**src/include/pwob_defs.svh**
```systemverilog
// pwob_defs.svh: constants for the posted write ordering bridge
// assumes inclusion by bare name from the include path
`ifndef PWOB_DEFS_SVH
`define PWOB_DEFS_SVH
`define PWOB_AW 32
`define PWOB_DW 32
`define PWOB_IRQW 12
`define PWOB_CPUW 8
`define PWOB_NPIN 4
`define PWOB_PIO_DEPTH 4
`define PWOB_PIO_PW 2
`define PWOB_DMA_DEPTH 8
`define PWOB_DMA_PW 3
`define PWOB_CNT_W 4
`endif

```
**src/include/pwob_pkg.sv**
```systemverilog
// pwob_pkg.sv: types for the posted write ordering bridge
// assumes pwob_defs.svh is on the include path
`include "pwob_defs.svh"
package pwob_pkg;
   typedef struct packed
   {
      logic [`PWOB_AW-1:0] addr;
      logic [`PWOB_DW-1:0] data;
   } pwob_xfer_t;
   typedef struct packed
   {
      logic [`PWOB_IRQW-1:0] irq;
      logic [`PWOB_CPUW-1:0] cpu;
   } pwob_irq_msg_t;
   typedef enum logic [3:0]
   {
      ST_IDLE = 4'b0001,
      ST_PIO_DRAIN = 4'b0010,
      ST_RD_FWD = 4'b0100,
      ST_DMA_DRAIN = 4'b1000
   } pwob_state_t;
endpackage

```
**src/design/pwob_bridge.sv**
```systemverilog
// pwob_bridge.sv: posted pio write queue, dma write buffer, irq forwarding
// assumes single clock, all inputs synchronous, downstream holds rdy levels
`timescale 1ns/10ps
`include "pwob_defs.svh"
// Operation
// - pio writes are posted, acked before delivery
// - read waits until posted pio writes delivered
// - no cross-processor order without flush read
// - dma writes buffered, drained only on interrupt
// - pio read never flushes dma buffer
// - send irq number and cpu to hub
// - hub message carries irq and target cpu
// - irq number wider than eight bits
module pwob_bridge
   import pwob_pkg::*;
(
   // clock and reset
   input wire logic i_clk,
   input wire logic i_rst,
   // pio requests from hub
   input wire logic i_pio_wr_vld,
   input wire pwob_xfer_t i_pio_wr,
   output logic o_pio_wr_rdy,
   input wire logic i_pio_rd_vld,
   input wire logic [`PWOB_AW-1:0] i_pio_rd_addr,
   output logic o_pio_rd_rdy,
   // pio toward device bus
   output logic o_dev_vld,
   output logic o_dev_we,
   output pwob_xfer_t o_dev,
   input wire logic i_dev_rdy,
   // dma writes from device
   input wire logic i_dma_vld,
   input wire pwob_xfer_t i_dma,
   output logic o_dma_rdy,
   // dma writes to memory
   output logic o_mem_vld,
   output pwob_xfer_t o_mem,
   input wire logic i_mem_rdy,
   // interrupt pins and routing table
   input wire logic [`PWOB_NPIN-1:0] i_int_pin,
   input wire pwob_irq_msg_t [`PWOB_NPIN-1:0] i_irq_route,
   // interrupt message to system hub
   output logic o_hub_vld,
   output pwob_irq_msg_t o_hub_msg,
   input wire logic i_hub_rdy
);
   // -----------------------------------------------------------------
   // storage
   // -----------------------------------------------------------------
   pwob_xfer_t pio_mem_q [`PWOB_PIO_DEPTH];
   pwob_xfer_t dma_mem_q [`PWOB_DMA_DEPTH];
   logic [`PWOB_PIO_PW-1:0] pio_wp_q, pio_wp_d, pio_rp_q, pio_rp_d;
   logic [`PWOB_PIO_PW:0] pio_cnt_q, pio_cnt_d;
   logic [`PWOB_DMA_PW-1:0] dma_wp_q, dma_wp_d, dma_rp_q, dma_rp_d;
   logic [`PWOB_DMA_PW:0] dma_cnt_q, dma_cnt_d;
   logic [`PWOB_DMA_PW:0] drain_left_q, drain_left_d;
   pwob_state_t st_q, st_d;
   logic [`PWOB_NPIN-1:0] pin_q, pend_q, pend_d;
   logic [$clog2(`PWOB_NPIN)-1:0] sel_q, sel_d;
   logic [`PWOB_AW-1:0] rd_addr_q, rd_addr_d;
   logic dev_vld_d, dev_we_d, mem_vld_d, hub_vld_d;
   pwob_xfer_t dev_d, mem_d;
   pwob_irq_msg_t hub_d;
   logic pio_rdy_d, rd_rdy_d, dma_rdy_d;
   logic pio_push, pio_pop, dma_push, dma_pop;

   // lowest pending pin index
   function automatic logic [$clog2(`PWOB_NPIN)-1:0] first_set
      (input logic [`PWOB_NPIN-1:0] v);
      first_set = '0;
      for (int i = `PWOB_NPIN-1; i >= 0; i--)
      begin
         if (v[i])
            first_set = i[$clog2(`PWOB_NPIN)-1:0];
      end
   endfunction

   // -----------------------------------------------------------------
   // next state
   // -----------------------------------------------------------------
   always_comb
   begin
      st_d = st_q;
      pio_wp_d = pio_wp_q;
      pio_rp_d = pio_rp_q;
      pio_cnt_d = pio_cnt_q;
      dma_wp_d = dma_wp_q;
      dma_rp_d = dma_rp_q;
      dma_cnt_d = dma_cnt_q;
      drain_left_d = drain_left_q;
      sel_d = sel_q;
      rd_addr_d = rd_addr_q;
      dev_vld_d = o_dev_vld;
      dev_we_d = o_dev_we;
      dev_d = o_dev;
      mem_vld_d = o_mem_vld;
      mem_d = o_mem;
      hub_vld_d = o_hub_vld;
      hub_d = o_hub_msg;
      rd_rdy_d = 1'b0;
      // rising edge on a pin latches a pending interrupt
      pend_d = pend_q | (i_int_pin & ~pin_q);
      // posted write acked once queued, before delivery
      pio_push = i_pio_wr_vld & o_pio_wr_rdy;
      pio_pop = 1'b0;
      dma_push = i_dma_vld & o_dma_rdy;
      dma_pop = 1'b0;
      if (o_dev_vld && i_dev_rdy)
         dev_vld_d = 1'b0;
      if (o_mem_vld && i_mem_rdy)
         mem_vld_d = 1'b0;
      if (o_hub_vld && i_hub_rdy)
         hub_vld_d = 1'b0;
      case (st_q)
         ST_IDLE:
         begin
            // requester still holds vld while the done pulse stands
            if (i_pio_rd_vld && !o_dev_vld && !o_pio_rd_rdy)
            begin
               rd_addr_d = i_pio_rd_addr;
               st_d = ST_PIO_DRAIN;
            end
            else if (pend_q != '0 && !o_hub_vld)
            begin
               sel_d = first_set(pend_q);
               drain_left_d = dma_cnt_q;
               st_d = ST_DMA_DRAIN;
            end
            else if (pio_cnt_q != '0 && !dev_vld_d)
               pio_pop = 1'b1;
         end
         ST_PIO_DRAIN:
         begin
            if (pio_cnt_q != '0)
            begin
               if (!dev_vld_d)
                  pio_pop = 1'b1;
            end
            else if (!dev_vld_d)
            begin
               dev_vld_d = 1'b1;
               dev_we_d = 1'b0;
               dev_d.addr = rd_addr_q;
               dev_d.data = '0;
               st_d = ST_RD_FWD;
            end
         end
         ST_RD_FWD:
         begin
            if (o_dev_vld && i_dev_rdy)
            begin
               rd_rdy_d = 1'b1;
               st_d = ST_IDLE;
            end
         end
         ST_DMA_DRAIN:
         begin
            if (drain_left_q != '0)
            begin
               if (!mem_vld_d)
               begin
                  dma_pop = 1'b1;
                  drain_left_d = drain_left_q - 1'b1;
               end
            end
            else if (!mem_vld_d)
            begin
               hub_vld_d = 1'b1;
               hub_d = i_irq_route[sel_q];
               pend_d[sel_q] = i_int_pin[sel_q] & ~pin_q[sel_q];
               st_d = ST_IDLE;
            end
         end
         default:
            st_d = ST_IDLE;
      endcase
      if (pio_pop)
      begin
         dev_vld_d = 1'b1;
         dev_we_d = 1'b1;
         dev_d = pio_mem_q[pio_rp_q];
         pio_rp_d = pio_rp_q + 1'b1;
      end
      if (dma_pop)
      begin
         mem_vld_d = 1'b1;
         mem_d = dma_mem_q[dma_rp_q];
         dma_rp_d = dma_rp_q + 1'b1;
      end
      if (pio_push)
         pio_wp_d = pio_wp_q + 1'b1;
      if (dma_push)
         dma_wp_d = dma_wp_q + 1'b1;
      pio_cnt_d = pio_cnt_q + {{`PWOB_PIO_PW{1'b0}}, pio_push}
         - {{`PWOB_PIO_PW{1'b0}}, pio_pop};
      dma_cnt_d = dma_cnt_q + {{`PWOB_DMA_PW{1'b0}}, dma_push}
         - {{`PWOB_DMA_PW{1'b0}}, dma_pop};
      pio_rdy_d = pio_cnt_d < (`PWOB_PIO_PW+1)'(`PWOB_PIO_DEPTH - 1);
      dma_rdy_d = dma_cnt_d < (`PWOB_DMA_PW+1)'(`PWOB_DMA_DEPTH - 1);
   end

   // -----------------------------------------------------------------
   // registers
   // -----------------------------------------------------------------
   always_ff @(posedge i_clk)
   begin
      if (pio_push)
         pio_mem_q[pio_wp_q] <= i_pio_wr;
      if (dma_push)
         dma_mem_q[dma_wp_q] <= i_dma;
      if (i_rst)
      begin
         st_q <= ST_IDLE;
         pio_wp_q <= '0;
         pio_rp_q <= '0;
         pio_cnt_q <= '0;
         dma_wp_q <= '0;
         dma_rp_q <= '0;
         dma_cnt_q <= '0;
         drain_left_q <= '0;
         sel_q <= '0;
         rd_addr_q <= '0;
         pin_q <= '0;
         pend_q <= '0;
         o_pio_wr_rdy <= 1'b0;
         o_pio_rd_rdy <= 1'b0;
         o_dma_rdy <= 1'b0;
         o_dev_vld <= 1'b0;
         o_dev_we <= 1'b0;
         o_dev <= '0;
         o_mem_vld <= 1'b0;
         o_mem <= '0;
         o_hub_vld <= 1'b0;
         o_hub_msg <= '0;
      end
      else
      begin
         st_q <= st_d;
         pio_wp_q <= pio_wp_d;
         pio_rp_q <= pio_rp_d;
         pio_cnt_q <= pio_cnt_d;
         dma_wp_q <= dma_wp_d;
         dma_rp_q <= dma_rp_d;
         dma_cnt_q <= dma_cnt_d;
         drain_left_q <= drain_left_d;
         sel_q <= sel_d;
         rd_addr_q <= rd_addr_d;
         pin_q <= i_int_pin;
         pend_q <= pend_d;
         o_pio_wr_rdy <= pio_rdy_d;
         o_pio_rd_rdy <= rd_rdy_d;
         o_dma_rdy <= dma_rdy_d;
         o_dev_vld <= dev_vld_d;
         o_dev_we <= dev_we_d;
         o_dev <= dev_d;
         o_mem_vld <= mem_vld_d;
         o_mem <= mem_d;
         o_hub_vld <= hub_vld_d;
         o_hub_msg <= hub_d;
      end
   end
endmodule // pwob_bridge

```
**config.mk**
```make
export PLATFORM = sky130hd
export DESIGN_NAME = pwob_bridge
export DESIGN_NICKNAME = d
export VERILOG_FILES = /design/src/include/pwob_pkg.sv /design/src/design/pwob_bridge.sv
export VERILOG_INCLUDE_DIRS = /design/src /design/src/include
export SDC_FILE = /design/constraint.sdc
export NUM_CORES = 1
export LEC_CHECK = 0
export BUFFER_PORTS_ARGS = -buffer_cell sky130_fd_sc_hd__buf_4
export CORE_MARGIN = 3
export CORE_UTILIZATION = 55
export DETAILED_ROUTE_END_ITERATION = 10
export GPL_ROUTABILITY_DRIVEN = 0
export PLACE_DENSITY = 0.75
export SLEW_MARGIN = 10
export SYNTH_ARGS = -nofsm -noshare
export SYNTH_HDL_FRONTEND = slang
export SYNTH_SLANG_ARGS = --single-unit
```
**constraint.sdc**
```tcl
create_clock -name i_clk -period 9.1 [get_ports i_clk]
set_clock_uncertainty 0.05 [all_clocks]
set_input_delay 2.275 -clock i_clk [delete_from_list [all_inputs] [get_ports i_clk]]
set_output_delay 2.275 -clock i_clk [all_outputs]
set_load 0.1 [all_outputs]
```
==> impl_metrics.ini <==
[clock_network]
clk_path_buf_depth = 3
post-cts-setup-buffers = 0
worstSkewPairLatency_ns = 0.64
clkSinkCount = 992
post_cts_resized = 0
post_cts_hold_buffer_count = 0
cts.root.buffer_cell = clkbuf_16
tritoncts_clock_tree = yes
clk_transition_reported_paths_ns = 0.06
cts_made_buffers = 98
htreeDepth = 3

[routing]
drt.antenna.violating_nets = 0
dr_total_vias = 20600
routed_wl_mm = 84.3
wire_length_per_cell_after_detailed_routing_um = 24.4
routed_via_density = 5.98
drt-initial-drc-count = 1486
first_pass_iters = 5
drc_errors = 0

[timing]
timing.final.crit_period_ns = 4.61
final.setup.worst_slack_ns = 4.49
timing.slew.headroom_pct = 21.6
setup_violations = 0
period_share_pct = 50.6
worstMarginPinSlew_ns = 1.18
fmax_ghz = 0.217
finalSetupTns_ns = 0
setup_repair_after_global_routing_missed_its_margin = no
final-max-slew-violation-count = 0
hold_viol = 0

[grt]
grt_util_all_layers_pct = 23.8
grt_antenna_before_repair = 17
first_global_vias = 21500
grt_overflow = 0
grt_max_degree = 78
grt_first_pass_wirelength_mm = 128

[synth]
synth_ff_type = edfxtp_1
synth.cell_area_um2 = 37400
synth.net_count = 2349
ys_ff_latch = 992
proportion_of_synthesized_chip_area_in_sequential_cells_pct = 73.6
yosys-top-cells-area = edfxtp_1 62%, mux4_2 13%, dfxtp_1 12%
post_synth_inst_count = 2082
synthArstFlopShare_pct = 0
yosys.area.top_type = edfxtp_1
yosys.area.top_type_share_pct = 61.6
synthesis.area_per_instance_um2 = 18.0
yosysWarningCount = 0
synth_enable_flop_cells = 768
synth_cell_type_count = 56

[power]
power.density_nw_per_um2 = 246
peakVddDrop_uv = 187
p_total_mw = 11.0
power_leakage_nw = 15.0

[placement]
dp_worst_setup_slack_ns = 3.92
io_buffer_count = 406
post-place-cells = 3255
place_hpwl_mm = 49.8
placed_cell_area_um2 = 41400

[die]
ios = 407
die-area_um2 = 71200
core-area_um2 = 67300
die_height_um = 267
initial_utilization_pct = 55.6
placement_rows = 95
die-width_um = 267

[worst_setup_path]
start_kind = input port
critPathCaptureType = flip-flop
path_class = input port to flip-flop
crit_arrival_ns = 5.01
critPathMaxFanout = 38
worstPathRequired_ns = 9.51
r2r.worst_path.cells = 11

[run]
cap_viol_max_count = 0

[final_layout]
layout.nets = 2749
finish.cell_count_without_fillers = 3453
post_route_cells_drive_above_1_share_pct = 34.2
syn2layout_area_growth_pct = 19.3
fillers = 4423
finalInstanceArea_um2 = 44700

[hold_path]
hold-path-cell-count = 2
min_path_type = flip-flop to flip-flop

[run_status]
run_status = finished clean
-- power by group --
group	switching [mW]	internal [mW]
logic	1.11	0.583
clock network	1.68	2.29
registers	0.146	5.17
total	2.94	8.04
-- metal layers --
layer	part of all wire (%)	GRT usage, %	wire length (um)
met1	38	30.2	32400
met5	0.068	0	57
met4	3.1	9.05	2590
met3	6.3	4.84	5290
met2	52	40.8	43900
-- worst paths after layout --
check / from / end / slack [ns]
hold reg to reg: o_hub_msg[13] / o_hub_msg[13] / 0.41
setup reg to reg: st_q[0] / o_dma_rdy / 5.62
hold / removal: o_hub_msg[13] / o_hub_msg[13] / 0.41
setup / recovery: i_pio_rd_vld / o_pio_wr_rdy / 4.49
-- synth_stat cells (all sizes together), types with 2 or more instances --
master / number
nand2b: 9
xnor2: 6
or3b: 2
nor3: 39
edfxtp: 768
a22o: 33
a211oi: 3
inv: 15
dfxtp: 224
nor4b: 4
nand2: 124
a21o: 2
mux2i: 66
or4b: 3
ha: 13
o21ai: 68
nor3b: 5
nor2b: 10
a21oi: 169
xor2: 3
o211ai: 2
buf: 38
nand3: 39
o31ai: 2
o221a: 32
clkbuf: 107
fa: 2
o32ai: 2
and3: 4
or3: 2
nand4: 3
mux2: 2
and2: 3
nor2: 20
o22ai: 33
mux4: 212
-- cell type report --
type / instances / area [um2] / share of cell area [%]
inverters: 15 / 57.6 / 0.129
repair buffers: 445 / 3340 / 7.48
diodes: 13 / 32.5 / 0.0728
clock buffers: 132 / 2680 / 6.00
flip-flops and latches: 992 / 27600 / 61.7
clock inverters: 53 / 544 / 1.22
multi-input cells: 930 / 9360 / 20.9
well taps: 873 / 1090 / 2.45
-- critical path, stage by stage --
cell and delay [ns]:
buf_4 0.08, or3b_2 0.50, o211ai_1 0.12, buf_4 0.41, a21oi_1 0.20, ha_1 0.35
inv_1 0.06, ha_1 0.14, inv_1 0.05, fa_1 0.40, xnor2_1 0.18, xnor2_1 0.16
nor3_1 0.08
-- state kept, by name, summed over array words and instances, names as in the netlist, 4 cells and up, named ones only --
name / count
st_q: 4
o_dev: 64
pend_q: 4
drain_left_q: 4
pio_mem_q: 256
rd_addr_q: 32
o_mem: 64
dma_mem_q: 512
pin_q: 4
o_hub_msg: 20
dma_cnt_q: 4
-- placed cells by master, fill, tap and decap left out, types with 13 or more instances in the layout --
cell,n
a21oi_1,169
a22o_1,32
buf_4,445
clkbuf_1,25
clkbuf_16,99
clkinv_2,27
dfxtp_1,219
diode_2,13
edfxtp_1,768
ha_1,13
inv_1,14
mux2i_1,66
mux4_2,212
nand2_1,124
nand3_1,39
nor3_1,35
o21ai_0,68
o221a_2,32
o22ai_1,32
-- metrics by stage --
stage          hold WS [ns]  utilization, %
6_report              0.410            66.4
5_1_grt               0.433            66.4
4_1_cts               0.412            66.3
3_5_place_dp          0.402            61.5
3_3_place_gp          0.394            61.5
2_1_floorplan         0.387               -
-- cell families after synthesis --
group                      share of synthesized area (%)
adders and majority gates                          0.542
muxes                                               14.6
DFF                                                 73.6
AOI/OAI and AO/OA                                   5.95
buffers and inverters                               1.69
and+or+nand+nor                                     3.42
xor gates and xnor gates                           0.211
No activity file was read; power rests on OpenSTA's default activity.
